File: src/flash_bus_pkg.sv
package flash_bus_pkg;
  localparam int ADDR_W    = 19;
  localparam int DATA_W    = 16;
  localparam int CNT_W     = 5;
  localparam int CMD_W     = ADDR_W + DATA_W;
  localparam int FIFO_DEPTH = 4;
  localparam int SYNC_W    = 8 + ADDR_W + DATA_W;
  localparam logic [CNT_W-1:0] CNT_START = 5'h00;
  localparam logic [CNT_W-1:0] CNT_LAST  = 5'h1F;
  localparam logic [CNT_W-1:0] CNT_STEP  = 5'h01;
  localparam int PROT_SEL_BIT = 6;
  localparam int PROT_A1_BIT  = 1;
  localparam int PROT_A0_BIT  = 0;
  localparam logic [DATA_W-1:0] DATA_RESET = 16'h0000;
  localparam logic [ADDR_W-1:0] ADDR_RESET = 19'h00000;
  localparam logic [7:0] CTRL_RESET = 8'hF3;
  typedef enum logic [0:0] {MODE_ARRAY_READ, MODE_COMMAND} read_mode_t;
endpackage : flash_bus_pkg

File: src/burst_flash_bus_operation_decoder.sv
`timescale 1ns/100ps

// two-stage pin synchroniser
module pin_sync #(
  parameter int                W     = 1,
  parameter logic [W-1:0]      INIT  = '0
) (
  input  wire logic         mclk,
  input  wire logic         reset,
  input  wire logic [W-1:0] pin,
  output logic      [W-1:0] pin_s
);
  logic [W-1:0] meta_q;
  logic [W-1:0] meta_d;
  logic [W-1:0] sync_q;
  logic [W-1:0] sync_d;

  always_comb begin
    meta_d = reset ? INIT : pin;
    sync_d = reset ? INIT : meta_q;
  end

  always_ff @(posedge mclk) begin
    meta_q <= meta_d;
    sync_q <= sync_d;
  end

  assign pin_s = sync_q;
endmodule : pin_sync

// command latch queue
module cmd_fifo #(
  parameter int WIDTH = 8,
  parameter int DEPTH = 4
) (
  input  wire logic             mclk,
  input  wire logic             reset,
  input  wire logic             in_valid,
  output logic                  in_ready,
  input  wire logic [WIDTH-1:0] in_data,
  output logic                  out_valid,
  input  wire logic             out_ready,
  output logic      [WIDTH-1:0] out_data
);
  localparam int PW = $clog2(DEPTH);
  logic [WIDTH-1:0] mem_q [DEPTH];
  logic [PW-1:0]    wr_q;
  logic [PW-1:0]    wr_d;
  logic [PW-1:0]    rd_q;
  logic [PW-1:0]    rd_d;
  logic [PW:0]      cnt_q;
  logic [PW:0]      cnt_d;
  logic             push;
  logic             pop;

  always_comb begin
    in_ready  = (cnt_q != (PW+1)'(DEPTH));
    out_valid = (cnt_q != '0);
    out_data  = mem_q[rd_q];
    push      = in_valid && in_ready;
    pop       = out_valid && out_ready;
    wr_d      = push ? PW'(wr_q + 1'b1) : wr_q;
    rd_d      = pop ? PW'(rd_q + 1'b1) : rd_q;
    cnt_d     = cnt_q;
    if (push && !pop) begin
      cnt_d = (PW+1)'(cnt_q + 1'b1);
    end else if (pop && !push) begin
      cnt_d = (PW+1)'(cnt_q - 1'b1);
    end
    if (reset) begin
      wr_d  = '0;
      rd_d  = '0;
      cnt_d = '0;
    end
  end

  always_ff @(posedge mclk) begin
    wr_q  <= wr_d;
    rd_q  <= rd_d;
    cnt_q <= cnt_d;
    if (push) begin
      mem_q[wr_q] <= in_data;
    end
  end
endmodule : cmd_fifo

// Function
// chip select and output enable low, write enable high: drive addressed word.
// write cycles land in command latches for the state machine, never in array.
// after reset the block starts in array-read state.
// array-read state is left only by a write, never by reads.
// output enable high keeps data lines released.
// chip select high ignores the bus and releases data lines.
// load low, advance high at clock edge latches start address, starts burst.
// advance with output enable high steps address, data stays released.
// advance with output enable low steps address and drives next word.
// chip select high ends the current burst and releases data lines; code ends the burst only while write enable is also high.
// a load during an active burst restarts from the new address.
// output enable and both strobes high suspend, holding word and position.
// output enable low with strobes high resumes with the same held word.
// output enable and advance low resume by stepping at next clock edge.
// elevated reset level with write pulses protect or unprotect by A6.
// reset pin low aborts, releases data and leaves burst mode.
// burst clock and strobes ignored unless burst mode is enabled.
// 5-bit counter cleared at load, last-word low at all ones, then wraps.
// advance high holds burst position and output word.
// undefined control combinations are no-operations with data released.
module burst_flash_bus_operation_decoder (
  input  wire logic                                mclk,
  input  wire logic                                reset,
  input  wire logic                                chip_select_n,
  input  wire logic                                output_enable_n,
  input  wire logic                                write_enable_n,
  input  wire logic                                hw_reset_n,
  input  wire logic                                elevated_identification_level,
  input  wire logic                                burst_clk,
  input  wire logic                                burst_address_load_n,
  input  wire logic                                burst_advance_n,
  input  wire logic [flash_bus_pkg::ADDR_W-1:0]    address_lines,
  input  wire logic [flash_bus_pkg::DATA_W-1:0]    data_lines_in,
  output logic      [flash_bus_pkg::DATA_W-1:0]    data_lines_out,
  output logic                                     data_lines_oe,
  output logic                                     burst_last_word_n,
  output logic      [flash_bus_pkg::ADDR_W-1:0]    array_addr,
  input  wire logic [flash_bus_pkg::DATA_W-1:0]    array_rdata,
  input  wire logic [flash_bus_pkg::DATA_W-1:0]    status_rdata,
  input  wire logic                                burst_mode_enable,
  input  wire logic                                command_done,
  output logic                                     cmd_valid,
  input  wire logic                                cmd_ready,
  output logic      [flash_bus_pkg::ADDR_W-1:0]    cmd_addr,
  output logic      [flash_bus_pkg::DATA_W-1:0]    cmd_data,
  output logic                                     sector_protect,
  output logic                                     sector_unprotect,
  output logic      [flash_bus_pkg::ADDR_W-1:0]    sector_addr,
  output logic                                     hw_reset_active
);
  localparam int AW = flash_bus_pkg::ADDR_W;
  localparam int DW = flash_bus_pkg::DATA_W;
  localparam int CW = flash_bus_pkg::CNT_W;

  logic [flash_bus_pkg::SYNC_W-1:0] pins_s;
  logic          ce_n_s, oe_n_s, we_n_s, rst_n_s, vid_s, bclk_s;
  logic          load_n_s, adv_n_s;
  logic [AW-1:0] addr_s;
  logic [DW-1:0] din_s;

  pin_sync #(
    .W    (flash_bus_pkg::SYNC_W),
    .INIT ({flash_bus_pkg::CTRL_RESET, flash_bus_pkg::ADDR_RESET,
            flash_bus_pkg::DATA_RESET})
  ) u_sync (
    .mclk  (mclk),
    .reset (reset),
    .pin   ({chip_select_n, output_enable_n, write_enable_n, hw_reset_n,
             elevated_identification_level, burst_clk,
             burst_address_load_n, burst_advance_n,
             address_lines, data_lines_in}),
    .pin_s (pins_s)
  );

  assign {ce_n_s, oe_n_s, we_n_s, rst_n_s, vid_s, bclk_s, load_n_s, adv_n_s,
          addr_s, din_s} = pins_s;

  // edge and mode state
  logic                      bclk_q, bclk_d, we_n_q, we_n_d;
  flash_bus_pkg::read_mode_t mode_q, mode_d;
  logic                      active_q, active_d;
  logic [AW-1:0]             base_q, base_d;
  logic [CW-1:0]             cnt_q, cnt_d;
  logic [AW-1:0]             wr_addr_q, wr_addr_d;
  logic [DW-1:0]             wr_data_q, wr_data_d;
  logic                      pend_q, pend_d;
  logic                      prot_q, prot_d, unprot_q, unprot_d;
  logic [AW-1:0]             saddr_q, saddr_d;
  logic [DW-1:0]             dout_q, dout_d;
  logic                      oe_q, oe_d, last_n_q, last_n_d;
  logic                      clk_rise, we_rise, in_reset, normal, burst_on;
  logic                      selected, wr_cycle, prot_cycle, fifo_ready;
  logic [CW-1:0]             word_idx;

  always_comb begin
    clk_rise   = bclk_s && !bclk_q;
    we_rise    = we_n_s && !we_n_q;
    in_reset   = !rst_n_s && !vid_s;
    normal     = rst_n_s && !vid_s;
    selected   = !ce_n_s;
    // burst gate
    burst_on   = burst_mode_enable && normal;
    wr_cycle   = selected && oe_n_s && normal;
    prot_cycle = selected && oe_n_s && vid_s
                 && addr_s[flash_bus_pkg::PROT_A1_BIT]
                 && !addr_s[flash_bus_pkg::PROT_A0_BIT];
    word_idx   = CW'(base_q[CW-1:0] + cnt_q);

    bclk_d    = bclk_s;
    we_n_d    = we_n_s;
    mode_d    = mode_q;
    active_d  = active_q;
    base_d    = base_q;
    cnt_d     = cnt_q;
    wr_addr_d = wr_addr_q;
    wr_data_d = wr_data_q;
    pend_d    = pend_q && !fifo_ready;
    prot_d    = 1'b0;
    unprot_d  = 1'b0;
    saddr_d   = saddr_q;

    if (command_done) begin
      mode_d = flash_bus_pkg::MODE_ARRAY_READ;
    end
    // latch command
    if (wr_cycle && !we_n_s && !pend_q) begin
      wr_addr_d = addr_s;
      wr_data_d = din_s;
    end
    if (wr_cycle && we_rise && !pend_q) begin
      pend_d = 1'b1;
      // leave read state
      mode_d = flash_bus_pkg::MODE_COMMAND;
    end
    // protect pulses
    if (prot_cycle && we_rise) begin
      prot_d   = !addr_s[flash_bus_pkg::PROT_SEL_BIT];
      unprot_d = addr_s[flash_bus_pkg::PROT_SEL_BIT];
      saddr_d  = addr_s;
    end

    // terminate burst
    if (!selected && we_n_s) begin
      active_d = 1'b0;
    end else if (burst_on && selected && we_n_s && clk_rise) begin
      if (!load_n_s && adv_n_s) begin
        // load
        base_d   = addr_s;
        cnt_d    = flash_bus_pkg::CNT_START;
        active_d = 1'b1;
      end else if (load_n_s && !adv_n_s && active_q) begin
        // step
        cnt_d = CW'(cnt_q + flash_bus_pkg::CNT_STEP);
      end
      // hold otherwise
    end
    if (!burst_on) begin
      active_d = 1'b0;
    end

    // driver gate
    oe_d     = selected && !oe_n_s && we_n_s && normal;
    last_n_d = !(active_q && cnt_q == flash_bus_pkg::CNT_LAST);
    if (mode_q == flash_bus_pkg::MODE_COMMAND && !active_q) begin
      dout_d = status_rdata;
    end else begin
      dout_d = array_rdata;
    end

    // reset state
    if (reset || in_reset) begin
      mode_d   = flash_bus_pkg::MODE_ARRAY_READ;
      active_d = 1'b0;
      cnt_d    = flash_bus_pkg::CNT_START;
      oe_d     = 1'b0;
      last_n_d = 1'b1;
      prot_d   = 1'b0;
      unprot_d = 1'b0;
    end
    if (reset) begin
      bclk_d    = 1'b0;
      we_n_d    = 1'b1;
      base_d    = flash_bus_pkg::ADDR_RESET;
      wr_addr_d = flash_bus_pkg::ADDR_RESET;
      wr_data_d = flash_bus_pkg::DATA_RESET;
      pend_d    = 1'b0;
      saddr_d   = flash_bus_pkg::ADDR_RESET;
      dout_d    = flash_bus_pkg::DATA_RESET;
    end
  end

  always_ff @(posedge mclk) begin
    bclk_q    <= bclk_d;
    we_n_q    <= we_n_d;
    mode_q    <= mode_d;
    active_q  <= active_d;
    base_q    <= base_d;
    cnt_q     <= cnt_d;
    wr_addr_q <= wr_addr_d;
    wr_data_q <= wr_data_d;
    pend_q    <= pend_d;
    prot_q    <= prot_d;
    unprot_q  <= unprot_d;
    saddr_q   <= saddr_d;
    dout_q    <= dout_d;
    oe_q      <= oe_d;
    last_n_q  <= last_n_d;
  end

  // queue to state machine
  cmd_fifo #(
    .WIDTH (flash_bus_pkg::CMD_W),
    .DEPTH (flash_bus_pkg::FIFO_DEPTH)
  ) u_fifo (
    .mclk      (mclk),
    .reset     (reset),
    .in_valid  (pend_q),
    .in_ready  (fifo_ready),
    .in_data   ({wr_addr_q, wr_data_q}),
    .out_valid (cmd_valid),
    .out_ready (cmd_ready),
    .out_data  ({cmd_addr, cmd_data})
  );

  // burst address select
  assign array_addr        = active_q ? {base_q[AW-1:CW], word_idx} : addr_s;
  assign data_lines_out    = dout_q;
  assign data_lines_oe     = oe_q;
  assign burst_last_word_n = last_n_q;
  assign sector_protect    = prot_q;
  assign sector_unprotect  = unprot_q;
  assign sector_addr       = saddr_q;
  assign hw_reset_active   = in_reset;
endmodule : burst_flash_bus_operation_decoder

File: config.mk
export PLATFORM = sky130hd
export DESIGN_NAME = burst_flash_bus_operation_decoder
export DESIGN_NICKNAME = d
export VERILOG_FILES = /design/src/flash_bus_pkg.sv /design/src/burst_flash_bus_operation_decoder.sv
export SDC_FILE = /design/constraint.sdc
export NUM_CORES = 1
export LEC_CHECK = 0
export BUFFER_PORTS_ARGS = -buffer_cell sky130_fd_sc_hd__buf_4
export CAP_MARGIN = 20
export CORE_UTILIZATION = 37
export CTS_CLUSTER_DIAMETER = 60
export CTS_CLUSTER_SIZE = 8
export DETAILED_ROUTE_END_ITERATION = 16
export GPL_TIMING_DRIVEN = 1
export MAX_ROUTING_LAYER = met4
export PLACE_DENSITY_LB_ADDON = 0.1
export RECOVER_POWER = 50
export SKIP_CTS_REPAIR_TIMING = 1
export SYNTH_ARGS = -nofsm -noshare
export SYNTH_HDL_FRONTEND = slang
export SYNTH_SLANG_ARGS = --single-unit
File: constraint.sdc
create_clock -name mclk -period 2.6 [get_ports mclk]
set_clock_uncertainty 0.15 [all_clocks]
set_input_delay 0.52 -clock mclk [delete_from_list [all_inputs] [get_ports mclk]]
set_output_delay 0.52 -clock mclk [all_outputs]
set_load 0.01 [all_outputs]
# ---- After elaboration in Yosys (flattened, before gate mapping)
# Memories as Yosys holds them, arrays and structs flattened. A register that Yosys moved wholly into a read port is not among the register bits.
# Cells that the tools add are included.
dict set report totals {
  output_inout_bits 95
  elab_cells 104
  reg_bits 196
  input_bits 80
  latch_bits 0
  mem_count 1
  rom_bits 0
  ramBits 140
}
# name depth word_bits rd rd_clocked_by_memory_dff wr line
set mem_list {}
lappend mem_list {u_fifo.mem_q 4 35 1 1 1 burst_flash_bus_operation_decoder.sv:46} ;# logic [WIDTH-1:0] mem_q [DEPTH];
dict set report classes {
  n_eq_ne 2
  muxes 13
  shifts 0
  bitwise_logic 3
  mul 0
  addsub 6
  n_lt_le_gt_ge 0
  reduce_logical 59
  div_mod_pow 0
}
# operator count
set op_table {}
lappend op_table {{1-bit logical AND} 32}
lappend op_table {{19-bit two-way mux} 1}
lappend op_table {{1-bit zero test} 17}
lappend op_table {{16-bit two-way mux} 1}
lappend op_table {{5-bit two-way mux} 2}
lappend op_table {{3-bit two-way mux} 2}
lappend op_table {{3-bit AND reduction} 2}
lappend op_table {{2-bit nonzero test} 3}
lappend op_table {{5-bit by 1-bit adder with 5-bit output, second input constant} 1}
lappend op_table {{5-bit adder} 1}
lappend op_table {{5-bit equality test, second input constant} 1}
lappend op_table {{1-bit two-way mux} 5}
lappend op_table {{2-bit by 1-bit adder with 2-bit output, second input constant} 2}
lappend op_table {{2-bit two-way mux} 2}
lappend op_table {{3-bit by 1-bit adder with 3-bit output, second input constant} 1}
lappend op_table {{3-bit != test, second input constant} 1}
lappend op_table {{1-bit NOT} 3}
lappend op_table {{3-bit nonzero test} 1}
lappend op_table {{3-bit OR reduction} 1}
lappend op_table {{3-bit by 1-bit subtractor with 3-bit output, second input constant} 1}
lappend op_table {{2-bit AND reduction} 1}
lappend op_table {{2-bit OR reduction} 1}
lappend op_table {{1-bit logical OR} 1}

# ---- Longest topological paths before layout
dict set report logic_depth {
  depth_word 8
  mapped_depth 8
  ltp_nobuf 8
}

# ---- Hierarchy
# Synthesis repeated with hierarchy kept, for this count alone.
dict set report hier_totals {
  cells_unflattened 892
  area_unflattened_um2 11972.7
}
# mod cells_per_inst area_each_um2 seq_area_each_um2 n_inst
set by_module_without_submodules {}
lappend by_module_without_submodules {cmd_fifo 231 5567.8 4384.2 1}
lappend by_module_without_submodules {burst_flash_bus_operation_decoder 480 4081.4 2062.0 1}
lappend by_module_without_submodules {pin_sync 181 2323.5 1721.7 1}

# ---- Worst setup path after synthesis
# No wires, ideal clock.
dict set report synth_timing {
  kind {register to register}
  startpoint {register u_fifo.cnt_q[0]}
  endpoint {register u_fifo.cnt_q[2]}
  t_required_ns 2.380
  path_slack_ns 0.279
  t_arrival_ns 2.101
  stages_incl_launch_ff 9
  setup_time_ns 0.070
  cell_sequence {dfxtp_1 > or3_1 > nand2_1 > ha_1 > inv_1 > fa_1 > xor2_1 > or3_1 > a21oi_1}
}
dict set report synth_via {
  elab_chain_cells 5
  word_cells_on_any_way 13
}
# item line
set synth_lines {}
lappend synth_lines {{start, declared} burst_flash_bus_operation_decoder.sv:51} ;# logic [PW:0] cnt_q;
lappend synth_lines {{start signal, assigned} burst_flash_bus_operation_decoder.sv:80} ;# cnt_q <= cnt_d;
lappend synth_lines {{3-bit nonzero test *} burst_flash_bus_operation_decoder.sv:58} ;# out_valid = (cnt_q != '0);
lappend synth_lines {{net cmd_valid} burst_flash_bus_operation_decoder.sv:129} ;# output logic cmd_valid,
lappend synth_lines {{1-bit logical AND *} burst_flash_bus_operation_decoder.sv:61} ;# pop = out_valid && out_ready;
lappend synth_lines {{1-bit zero test} burst_flash_bus_operation_decoder.sv:65} ;# if (push && !pop) begin
lappend synth_lines {{1-bit logical AND} burst_flash_bus_operation_decoder.sv:65}
lappend synth_lines {{3-bit two-way mux or 2-bit nonzero test (tied branches)} n/a}
# The timed path passes the listed nets; every way through them passes the cells marked *. The select of a mux whose other input is x is not followed.
# A chain may end at the register's enable or synchronous reset.

# ---- Final worst setup path
dict set report layout_timing {
  startpoint {register cnt_q[0]}
  endpoint {output port array_addr[4] (netlist name)}
}
dict set report layout_via {
  elab_chain_cells 2
}
# item line
set layout_lines {}
lappend layout_lines {{start, declared} burst_flash_bus_operation_decoder.sv:170} ;# logic [CW-1:0] cnt_q, cnt_d;
lappend layout_lines {{start signal, assigned} burst_flash_bus_operation_decoder.sv:285} ;# cnt_q <= cnt_d;
lappend layout_lines {{5-bit adder} burst_flash_bus_operation_decoder.sv:194} ;# word_idx = CW'(base_q[CW-1:0] + cnt_q);
lappend layout_lines {{19-bit two-way mux} burst_flash_bus_operation_decoder.sv:313} ;# assign array_addr = active_q ? {base_q[AW-1:CW], word_idx} : addr_s;
lappend layout_lines {{end, declared} burst_flash_bus_operation_decoder.sv:124} ;# output logic [flash_bus_pkg::ADDR_W-1:0] array_addr,
# No other way between the ends.

==> out/results.tsv <==
metric	value	unit
clkLatencyLatePin	530	ps
ys_top_cells_by_count	dfxtp_1, edfxtp_1, nand2_1	
die_y	181	um
setup_violations	2	
clk_pin_slew_worst_paths	50	ps
dp.cells	1415	
grt_pass1_vias	6748	
vias	6853	
synth-seq-cells	338	
status	finished with violations	
syn-num-nets	957	
post-place-ws	195	ps
syn_area	11800	sq um
p_leak	0.00564	uW
rsz0062_at_grt	true	
wl	24500	um
core-area	31500	sq um
start_util	0.376	
drt_pre_antenna_iters	4	
synthTopCellsByArea	edfxtp_1, dfxtp_1, mux4_2, nor2b_1, nand2_1	
synthFlopType	dfxtp_1	
postSynthAreaPerCell	13.7	sq um
path_cells	ha_4, inv_2, fa_2, nor2b_1, o21ai_1, a21oi_1, a311o_1, buf_6	
grt_usage	0.155	
stdcell_count	1493	
crit_buf_inv	2	
drive_above_1_share	0.272	
critPathLaunchType	flop	
finalNetCount	1160	
drv_cap	0	
timing.fmax	366	MHz
synth_top_area_share	0.355	
crit_path_end_kind	output pin	
cts-root-buf	clkbuf_16	
cp_max_fo	3	
ant_nets	0	
io_pins	175	
numClockSinks	338	
grt_max_degree	71	
p_per_area	804	nW/um^2
tns	-139	ps
n_antenna_cell	0	
grt_antenna_before_repair	0	
rrSetupSlack	200	ps
yosys_warnings	0	
grt_overflow	0	
max_stage_delay	350	ps
area_delta_synth_final	26.5	%
clock_path_buffers	3	
tightestPinTransition	1470	ps
max-vdd-ir-drop	505	uV
die_x	181	um
rows	65	
syn_inst	864	
hold_viol_final	0	
drc	0	
yosysSeqAreaShare	0.691	
gp_congestion	0.753	
min_period	2730	ps
slew_violations	0	
htree_num_levels	2	
initialDrtViolationCount	360	
slew_headroom	0.0192	
violations	setup timing	
yosysMostFrequentCell	dfxtp_1	
synth_area_leader_cell	edfxtp_1	
vias_per_cell	4.59	
required	1930	ps
cp_slowest_cell	dfxtp_4	
crit_type	reg -> out	
period_share	1.05	
path_delay_family	compound AO/OA/AOI/OAI gates	
post-dp-hpwl	15700	um
ys_types	41	
synth_edf_count	140	
critPathArrivalTime	2060	ps
synthArstFlopShare	0	
dieArea	32700	sq um
wl_per_cell	16.4	um
cts_made_buffers	48	
cts_tree	done	
setup_ws	-130	ps
io_buffers	174	
hold_class	in -> reg	
grt_pass1_wl	38200	um
per-layer routing:
layer / global-route usage / vias up / share of wire
li1: - / 3423 / -
met2: 0.237 / 145 / 0.47
met4: 0.0421 / 0 / 0.016
met3: 0.0349 / 31 / 0.045
met5: - / - / 0
met1: 0.206 / 3254 / 0.47
power by group:
part	leakage (uW)	switching (uW)	internal (uW)	total, uW
sequential	0.00292	70.6	5600	5670
clock	0.000634	2090	3370	5450
combinational	0.00209	395	504	899
total	0.00564	2550	9470	12000
flip-flops by register name, indices dropped and copies added (netlist names), named ones only:
name,cells
active_q,1
base_q,19
bclk_q,1
burst_last_word_n,1
cnt_q,5
data_lines_oe,1
data_lines_out,16
mode_q,1
pend_q,1
sector_addr,19
sector_protect,1
sector_unprotect,1
u_fifo.cnt_q,3
u_fifo.mem_q,140
u_fifo.rd_q,2
u_fifo.wr_q,2
u_sync.meta_q,43
u_sync.pin_s,43
we_n_q,1
wr_addr_q,19
wr_data_q,16
layout by cell type, fill, tap and decap left out, types with 4 or more instances in the layout:
cell type,count
mux2i_1,39
and2_2,4
edfxtp_1,140
a21oi_1,60
nand2_1,109
xnor2_1,4
ha_1,10
buf_12,8
dfxtp_2,4
clkbuf_1,60
buf_4,145
clkbuf_16,48
nor2b_1,77
mux4_2,35
xor2_1,4
or2_2,14
clkbuf_2,5
inv_1,7
dfxtp_1,192
mux2_2,15
and3_1,4
nor2_1,55
nand3_1,6
stage by stage:
stage	hold WS, ps	utilization	total power [uW]	instance area (sq um)
3_5_place_dp	246	0.436	6700	13700
2_1_floorplan	239	-	6260	11800
3_3_place_gp	246	0.436	6690	13700
4_1_cts	8.71	0.478	12200	15000
5_1_grt	12.6	0.475	12500	15000
6_report	34.2	0.475	12000	15000
cell type report:
type                            count  area (sq um)
Fill cell                        2824         16500
Clock inverter                      3          33.8
Tap cell                          402           503
Sequential cell                   338          8180
Clock buffer                       71          1290
Inverter                            8          30.0
Multi-Input combinational cell    471          3460
Timing Repair Buffer              200          1470
worst paths after layout:
path / from / endpoint / cells past startpoint
setup / recovery: cnt_q[0]$_SDFFE_PP0P_ / array_addr[4] / 8
hold / removal: write_enable_n / u_sync.meta_q[40]$_SDFF_PP1_ / 2
setup reg to reg: u_fifo.cnt_q[2]$_SDFFE_PP0P_ / u_fifo.cnt_q[2]$_SDFFE_PP0P_ / 8
hold reg to reg: u_sync.meta_q[41]$_SDFF_PP1_ / u_sync.pin_s[41]$_SDFF_PP1_ / 1
cell families (layout without fill, tap and decap cells):
logic type / count (synthesis) / count (layout) / share of synthesized area
DFF: 338 / 338 / 0.691
buffers and inverters: 55 / 282 / 0.0199
adders and majority gates: 13 / 13 / 0.0150
muxes: 91 / 91 / 0.116
AOI/OAI and AO/OA: 72 / 72 / 0.0332
and+or+nand+nor: 287 / 287 / 0.120
xor gates and xnor gates: 8 / 8 / 0.00592
No activity file was read; power rests on OpenSTA's default activity.
